$ cat src/pbfc_pkg.sv
// Package: offsets, fields, reset values and types of the bridge tuning registers
package pbfc_pkg;
	timeunit 1ns;
	timeprecision 1ns;

	// ----------------------------------------
	// Register offsets and reset values
	// ----------------------------------------
	localparam logic [7:0] TUNE_A_OFS   = 8'h41;
	localparam logic [7:0] TUNE_B_OFS   = 8'h42;
	localparam logic [7:0] TUNE_A_RESET = 8'h10;
	localparam logic [7:0] TUNE_B_RESET = 8'h28;
	localparam logic [7:0] READ_ZERO    = 8'h00;

	// ----------------------------------------
	// Field positions
	// ----------------------------------------
	localparam int A_SINGLE_BEAT_BIT = 7;
	localparam int A_PERR_SERR_BIT   = 5;
	localparam int A_WBUF_BIT        = 4;
	localparam int A_DECODE_HI_BIT   = 2;
	localparam int A_DECODE_LO_BIT   = 1;
	localparam int B_DELAYED_BIT     = 5;
	localparam int B_NO_ARB_BIT      = 3;

	// ----------------------------------------
	// Decode timing
	// ----------------------------------------
	localparam logic [1:0] DECODE_DEFAULT = 2'h0;
	localparam logic [1:0] DECODE_SLOW    = 2'h1;
	localparam logic [2:0] SAMPLE_DEFAULT = 3'h4;
	localparam logic [2:0] SAMPLE_SLOW    = 3'h3;
	localparam logic [2:0] COUNT_ONE      = 3'h1;
	localparam logic [2:0] COUNT_ZERO     = 3'h0;

	// Posted write depth in bytes when write buffering is on
	localparam int WBUF_BYTES = 16;

	// ----------------------------------------
	// Types
	// ----------------------------------------
	typedef struct packed {
		logic       wr;
		logic       rd;
		logic [7:0] addr;
		logic [7:0] wdata;
	} pbfc_cfg_req_s;

	typedef enum logic [1:0] {
		DEC_IDLE,
		DEC_COUNT,
		DEC_CLAIM,
		DEC_WAIT_END
	} pbfc_dec_state_e;

endpackage

$ cat src/pbfc_top.sv
// Module: bridge tuning registers and the subtractive claim logic they steer
//
// Contract
// - Bit 7 set: split internal burst reads
// - Bit 5 set: drive SERR# while PERR# active
// - Bit 4 set: buffer sixteen write bytes
// - Decode 00 samples clock four, 01 three
// - Decode 1x: never claim unclaimed cycles
// - Second register bit 5 allows delayed transactions
// - Second register bit 3: buffer without arbitration
module pbfc_top (
	input  wire logic                  sys_clk,
	input  wire logic                  srst,
	input  wire logic                  ce,
	input  wire pbfc_pkg::pbfc_cfg_req_s cfg_req,
	output logic [7:0]                 cfg_rdata,
	input  wire logic                  xb_rd_burst,
	output logic                       pci_rd_burst,
	output logic                       wbuf_en,
	output logic                       delayed_txn_en,
	output logic                       buffer_without_arbitration,
	input  wire logic                  perr_n_i,
	output logic                       serr_n_o,
	output logic                       serr_oe_n,
	input  wire logic                  frame_n_i,
	input  wire logic                  devsel_n_i,
	input  wire logic                  cmd_mem_io,
	output logic                       devsel_n_o,
	output logic                       devsel_oe_n,
	output logic                       isa_fwd
);
	timeunit 1ns;
	timeprecision 1ns;


	// ----------------------------------------
	// Pin synchronisers
	// ----------------------------------------
	logic [2:0] pin_meta_q;
	logic [2:0] pin_sync_q;

	always_ff @(posedge sys_clk) begin
		if (srst) begin
			pin_meta_q <= 3'h7;
			pin_sync_q <= 3'h7;
		end else if (ce) begin
			pin_meta_q <= {perr_n_i, frame_n_i, devsel_n_i};
			pin_sync_q <= pin_meta_q;
		end
	end

	logic perr_act;
	logic frame_act;
	logic devsel_act;
	assign perr_act   = ~pin_sync_q[2];
	assign frame_act  = ~pin_sync_q[1];
	assign devsel_act = ~pin_sync_q[0];

	// ----------------------------------------
	// Configuration registers
	// ----------------------------------------
	logic [7:0] tune_a_q, tune_a_d;
	logic [7:0] tune_b_q, tune_b_d;
	logic [7:0] rdata_q, rdata_d;

	// Write decode is shared by both tuning registers
	function automatic logic cfg_hit(
		input logic       strobe,
		input logic [7:0] addr,
		input logic [7:0] ofs
	);
		return strobe && (addr == ofs);
	endfunction

	// Whole bytes are stored; internal-use bits are kept by software read-modify-write
	always_comb begin
		tune_a_d = tune_a_q;
		tune_b_d = tune_b_q;
		rdata_d  = rdata_q;
		if (cfg_hit(cfg_req.wr, cfg_req.addr, pbfc_pkg::TUNE_A_OFS)) begin
			tune_a_d = cfg_req.wdata;
		end
		if (cfg_hit(cfg_req.wr, cfg_req.addr, pbfc_pkg::TUNE_B_OFS)) begin
			tune_b_d = cfg_req.wdata;
		end
		if (cfg_req.rd) begin
			case (cfg_req.addr)
				pbfc_pkg::TUNE_A_OFS: rdata_d = tune_a_q;
				pbfc_pkg::TUNE_B_OFS: rdata_d = tune_b_q;
				default:              rdata_d = pbfc_pkg::READ_ZERO;
			endcase
		end
	end

	always_ff @(posedge sys_clk) begin
		if (srst) begin
			tune_a_q <= pbfc_pkg::TUNE_A_RESET;
			tune_b_q <= pbfc_pkg::TUNE_B_RESET;
			rdata_q  <= pbfc_pkg::READ_ZERO;
		end else if (ce) begin
			tune_a_q <= tune_a_d;
			tune_b_q <= tune_b_d;
			rdata_q  <= rdata_d;
		end
	end

	// ----------------------------------------
	// Steering outputs
	// ----------------------------------------
	logic burst_q, burst_d;
	logic wbuf_q, wbuf_d;
	logic dly_q, dly_d;
	logic noarb_q, noarb_d;
	logic serr_oe_n_q, serr_oe_n_d;

	always_comb begin
		burst_d     = xb_rd_burst & ~tune_a_q[pbfc_pkg::A_SINGLE_BEAT_BIT];
		wbuf_d      = tune_a_q[pbfc_pkg::A_WBUF_BIT];
		dly_d       = tune_b_q[pbfc_pkg::B_DELAYED_BIT];
		noarb_d     = tune_b_q[pbfc_pkg::B_NO_ARB_BIT];
		serr_oe_n_d = ~(tune_a_q[pbfc_pkg::A_PERR_SERR_BIT] & perr_act);
	end

	always_ff @(posedge sys_clk) begin
		if (srst) begin
			burst_q     <= 1'b0;
			wbuf_q      <= 1'b0;
			dly_q       <= 1'b0;
			noarb_q     <= 1'b0;
			serr_oe_n_q <= 1'b1;
		end else if (ce) begin
			burst_q     <= burst_d;
			wbuf_q      <= wbuf_d;
			dly_q       <= dly_d;
			noarb_q     <= noarb_d;
			serr_oe_n_q <= serr_oe_n_d;
		end
	end

	// ----------------------------------------
	// Subtractive claim
	// ----------------------------------------
	pbfc_pkg::pbfc_dec_state_e st_q, st_d;
	logic [2:0] cnt_q, cnt_d;
	logic       dev_oe_n_q, dev_oe_n_d;
	logic       fwd_q, fwd_d;
	logic [1:0] decode_mode;
	logic [2:0] sample_at;

	assign decode_mode = {tune_a_q[pbfc_pkg::A_DECODE_HI_BIT], tune_a_q[pbfc_pkg::A_DECODE_LO_BIT]};
	// Clock counts run from the synchronised FRAME# edge, so all agents see the same delay
	assign sample_at = (decode_mode == pbfc_pkg::DECODE_SLOW) ? pbfc_pkg::SAMPLE_SLOW
	                                                          : pbfc_pkg::SAMPLE_DEFAULT;

	always_comb begin
		st_d       = st_q;
		cnt_d      = cnt_q;
		dev_oe_n_d = dev_oe_n_q;
		fwd_d      = 1'b0;
		case (st_q)
			pbfc_pkg::DEC_IDLE: begin
				if (frame_act) begin
					cnt_d = pbfc_pkg::COUNT_ONE;
					st_d  = pbfc_pkg::DEC_COUNT;
				end
			end
			pbfc_pkg::DEC_COUNT: begin
				// Counting goes on after FRAME# rises: one-phase frames drop it early
				cnt_d = 3'(cnt_q + pbfc_pkg::COUNT_ONE);
				if (decode_mode[1] || devsel_act || !cmd_mem_io) begin
					st_d = pbfc_pkg::DEC_WAIT_END;
				end else if (cnt_d == sample_at) begin
					st_d = pbfc_pkg::DEC_CLAIM;
				end
			end
			pbfc_pkg::DEC_CLAIM: begin
				if (!devsel_act) begin
					dev_oe_n_d = 1'b0;
					fwd_d      = 1'b1;
				end
				st_d = pbfc_pkg::DEC_WAIT_END;
			end
			pbfc_pkg::DEC_WAIT_END: begin
				// Hold the claim until the initiator ends the frame
				if (!frame_act) begin
					dev_oe_n_d = 1'b1;
					cnt_d      = pbfc_pkg::COUNT_ZERO;
					st_d       = pbfc_pkg::DEC_IDLE;
				end
			end
			default: begin
				dev_oe_n_d = 1'b1;
				st_d       = pbfc_pkg::DEC_IDLE;
			end
		endcase
	end

	always_ff @(posedge sys_clk) begin
		if (srst) begin
			st_q       <= pbfc_pkg::DEC_IDLE;
			cnt_q      <= pbfc_pkg::COUNT_ZERO;
			dev_oe_n_q <= 1'b1;
			fwd_q      <= 1'b0;
		end else if (ce) begin
			st_q       <= st_d;
			cnt_q      <= cnt_d;
			dev_oe_n_q <= dev_oe_n_d;
			fwd_q      <= fwd_d;
		end
	end

	assign cfg_rdata                  = rdata_q;
	assign pci_rd_burst               = burst_q;
	assign wbuf_en                    = wbuf_q;
	assign delayed_txn_en             = dly_q;
	assign buffer_without_arbitration = noarb_q;
	// Open-drain style: data low, enable decides
	assign serr_n_o                   = 1'b0;
	assign serr_oe_n                  = serr_oe_n_q;
	assign devsel_n_o                 = 1'b0;
	assign devsel_oe_n                = dev_oe_n_q;
	assign isa_fwd                    = fwd_q;

endmodule

$ cat config.mk
export PLATFORM = sky130hd
export DESIGN_NAME = pbfc_top
export DESIGN_NICKNAME = d
export VERILOG_FILES = /design/src/pbfc_pkg.sv /design/src/pbfc_top.sv
export SDC_FILE = /design/constraint.sdc
export NUM_CORES = 1
export LEC_CHECK = 0
export ABC_AREA = 0
export BUFFER_PORTS_ARGS = -buffer_cell sky130_fd_sc_hd__buf_2
export CAP_MARGIN = 20
export CORE_UTILIZATION = 30
export CTS_CLUSTER_SIZE = 24
export DETAILED_ROUTE_END_ITERATION = 10
export PLACE_DENSITY_LB_ADDON = 0.15
export SLEW_MARGIN = 40
export SYNTH_ARGS = -nofsm -noshare
export SYNTH_HDL_FRONTEND = slang
export SYNTH_SLANG_ARGS = --single-unit
$ cat constraint.sdc
create_clock -name sys_clk -period 2.5 [get_ports sys_clk]
set_input_delay 0.5 -clock sys_clk [delete_from_list [all_inputs] [get_ports sys_clk]]
set_output_delay 0.5 -clock sys_clk [all_outputs]
set_load 0.05 [all_outputs]
==> metrics.txt <==
outcome=finished, final reports clean; initial core utilization=0.318; Layout area overhead=18.4%; Die X=81.9 um; crit path capture type=flip-flop; routability-driven placement congestion ratio=0.688; Port Buf Inserts=40; post-synthesis cell type with the largest combined area=dfxtp_1; Hold Vio Cnt, Final=0; I/O pin cnt=43; total grt overflow=0; cell area after layout=2270 um^2; DRC violations left=0; final antenna diode count=0; design internal power=0.971 mW; FMAX=549 MHz; unrepaired setup endpoints after global routing=false; Slowest Stage Delay on Critical Path=0.51 ns; power density over cell area=between 500 and 600 nW/um^2; Setup WS pre-CTS=0.456 ns; Synth cell types=32; net switching fraction of the power=0.266; max capacitance violation total=0; Setup crit start kind=flip-flop; worst slew margin relative to its limit=0.659; Area contributors post-synth=dfxtp_1 44%, mux2i_1 9.9%, a211o_1 4.6%; period utilization=0.729; net switching power of the design=0.353 mW; RR Startpoint=cnt_q[0]; Detailed Place HPWL=just under 3 mm; TritonCTS clock tree=done; Worst path slowest cell=or4_4; row count=28; number of setup violations in the final report=0; # hold bufs at CTS=0; crit path DAT=2.04 ns; vias per cell=4.67; clock insertion delay at the later pin of the skew report=0.29 ns; fin worst setup slack=0.679 ns; maximum fanout count along the critical path=5; proportion of netlist area held by the largest area contributor=0.439; skew final=approximately 0.0033 ns; Gate power share=0.126; leakage power total=0.977 nW; crit path cell chain=ha_1, xor2_1, or4_4, a21oi_1, mux2i_1; Post-Place Cell Area=2170 um^2; root buf cell=clkbuf_8; Crit. Startpoint=cnt_q[0]; antenna violations before repair=0; placeable core region=between 6000 and 7000 um^2; number of warnings issued by yosys=0; share of total power in the clock network=0.346; total of flip-flops plus latches after synthesis=42; time the worst path needs with I/O delays and setup=roughly 1.8 ns; average footprint of a synthesized cell=~9.4 um^2; Initial DRT Pass Iterations=4; buffer count from post-CTS setup fixing=0; instance count of the mapped netlist=~200; wire length of the first global-routing pass=6.60 mm; clock-pin transition on the worst setup and hold timing paths=0.08 ns; kind of path behind the tightest hold check=in -> reg; Max Root-Sink Buffers=2; post-route insts no fill=around 320; capture point of the worst path=st_q[1]; area of the die=around 6700 um^2; H-tree depth reported by CTS=2; Avg WL per Cell=between 10 and 15 um; fraction of the yosys area taken by sequential cells=0.439; placed insts=309; worst vdd ir=0.000289 V; number of DRC violations after detailed-routing iteration 0=45; post-cts resize count=0; via count of the first global-routing pass=between 1000 and 1500; number of cells traversed by the worst register-to-register path=5; Netlist Area Pre-Place=1920 um^2; FF-to-FF End=st_q[1]; final routed wirelength across all metal layers=4.06 mm; GRT Util Overall=0.132; total number of vias=about 1500; clock sinks=42; power share of the sequential group=0.527; worst reg2reg setup slack=approximately 0.68 ns; total negative setup slack=0 ns; # nets final=273; share of cells above drive strength 1=0.240; largest net degree at the start of global routing=27; worst slack on hold paths=0.413 ns; Setup CP Type=reg -> reg; critical path required time=2.72 ns; number of CTS-inserted buffers=5; pin slew with the least headroom to its limit=about 0.5 ns; Die Y-Extent=81.9 um; ANT nets after route=0; number of pins with negative max-slew slack in the final report=0
==> critical path: cells and delay by family (launching register included) <==
family | cells | cell delay (ns)
xor gates and xnor gates | 1 | 0.17
muxes | 1 | 0.21
and+or+nand+nor | 1 | 0.51
DFF | 1 | 0.35
adders and majority gates | 1 | 0.24
AOI/OAI and AO/OA | 1 | 0.26
==> final cells by class <==
class / count / area (um^2)
clock inverter: 2 / 12.5
clock buffer: 6 / 82.6
tap: 75 / 93.8
fill: 659 / 3760
sequential: 42 / 841
timing repair buffer: 44 / 230
multi-input combinational: 143 / 990
inverter: 5 / 18.8
==> registers in the layout, summed over array words and instances, names as in the netlist <==
name and flops:
isa_fwd 1, pin_meta_q 3, pin_sync_q 3, tune_b_q 8, tune_a_q 8, serr_oe_n 1, cfg_rdata 8, delayed_txn_en 1
wbuf_en 1, st_q 2, buffer_without_arbitration 1, cnt_q 3, pci_rd_burst 1, devsel_oe_n 1
==> worst min-delay path by stage <==
stage / from / end / slack (ns) / cells past startpoint
floorplan: pin_meta_q[2] / pin_sync_q[2] / 0.43 / 1
global placement: pin_meta_q[2] / pin_sync_q[2] / 0.44 / 1
detailed placement: cfg_rdata[6] / cfg_rdata[6] / 0.44 / 2
CTS: devsel_n_i / pin_meta_q[0] / 0.40 / 2
global route: perr_n_i / pin_meta_q[2] / 0.40 / 2
finish: devsel_n_i / pin_meta_q[0] / 0.41 / 2
==> power by group through the flow <==
stage,clock network (mW),logic (mW),registers [mW]
6_report,0.459,0.167,0.698
3_5_place_dp,0,0.169,0.714
4_1_cts,0.485,0.169,0.698
5_1_grt,0.512,0.188,0.701
3_3_place_gp,0,0.169,0.714
2_1_floorplan,0,0.103,0.731
==> cells in the mapped netlist <==
library cell / count
a2111oi_4: 1
a211o_1: 10
and4_1: 1
o21ai_0: 3
inv_1: 5
nand3_1: 9
buf_1: 1
a311oi_1: 1
clkbuf_1: 9
a22o_1: 8
nand3b_1: 4
or3_2: 1
a211oi_1: 1
nand4_2: 1
xor2_1: 1
ha_1: 6
a21oi_1: 14
a31oi_1: 1
and2_1: 3
mux2i_1: 19
dfxtp_1: 42
a2bb2oi_2: 1
buf_4: 3
buf_2: 2
nor2_1: 23
or4_4: 1
nand2_1: 11
nand2b_1: 7
nor2b_1: 12
conb_1: 1
o21bai_1: 1
nor4_2: 1
==> metrics by stage <==
step                      power (mW)  utilization
after floorplan                0.833            -
after global placement         0.883        0.361
after detailed placement       0.883        0.361
after CTS                       1.35        0.376
after global routing            1.40        0.376
final                           1.32        0.376
==> metal layers <==
metal  part of all wire  global-route usage  vias up
li1                   -                   -      779
met1               0.52               0.199      671
met2               0.42               0.174       29
met3              0.046              0.0344        2
met4             0.0067              0.0474        0
met5                  0                   0        -
==> cells by family after synthesis <==
family	synth area share
other	0.00196
DFF	0.439
muxes	0.0993
xor gates and xnor gates	0.00457
AOI/OAI and AO/OA	0.165
buffers and inverters	0.0464
and+or+nand+nor	0.205
adders and majority gates	0.0392
==> layout by cell type, fill, tap and decap left out, types with 4 or more instances in the layout <==
master,count
a22o_1,8
dfxtp_1,42
nand2_1,11
a21oi_1,14
clkbuf_8,6
a211o_1,10
nor2b_1,12
nor2_1,23
inv_1,5
nand2b_1,7
buf_2,40
nand3b_1,4
buf_4,4
nand3_1,9
ha_1,6
mux2i_1,19
Note: power is estimated with default switching activity, not from simulation.
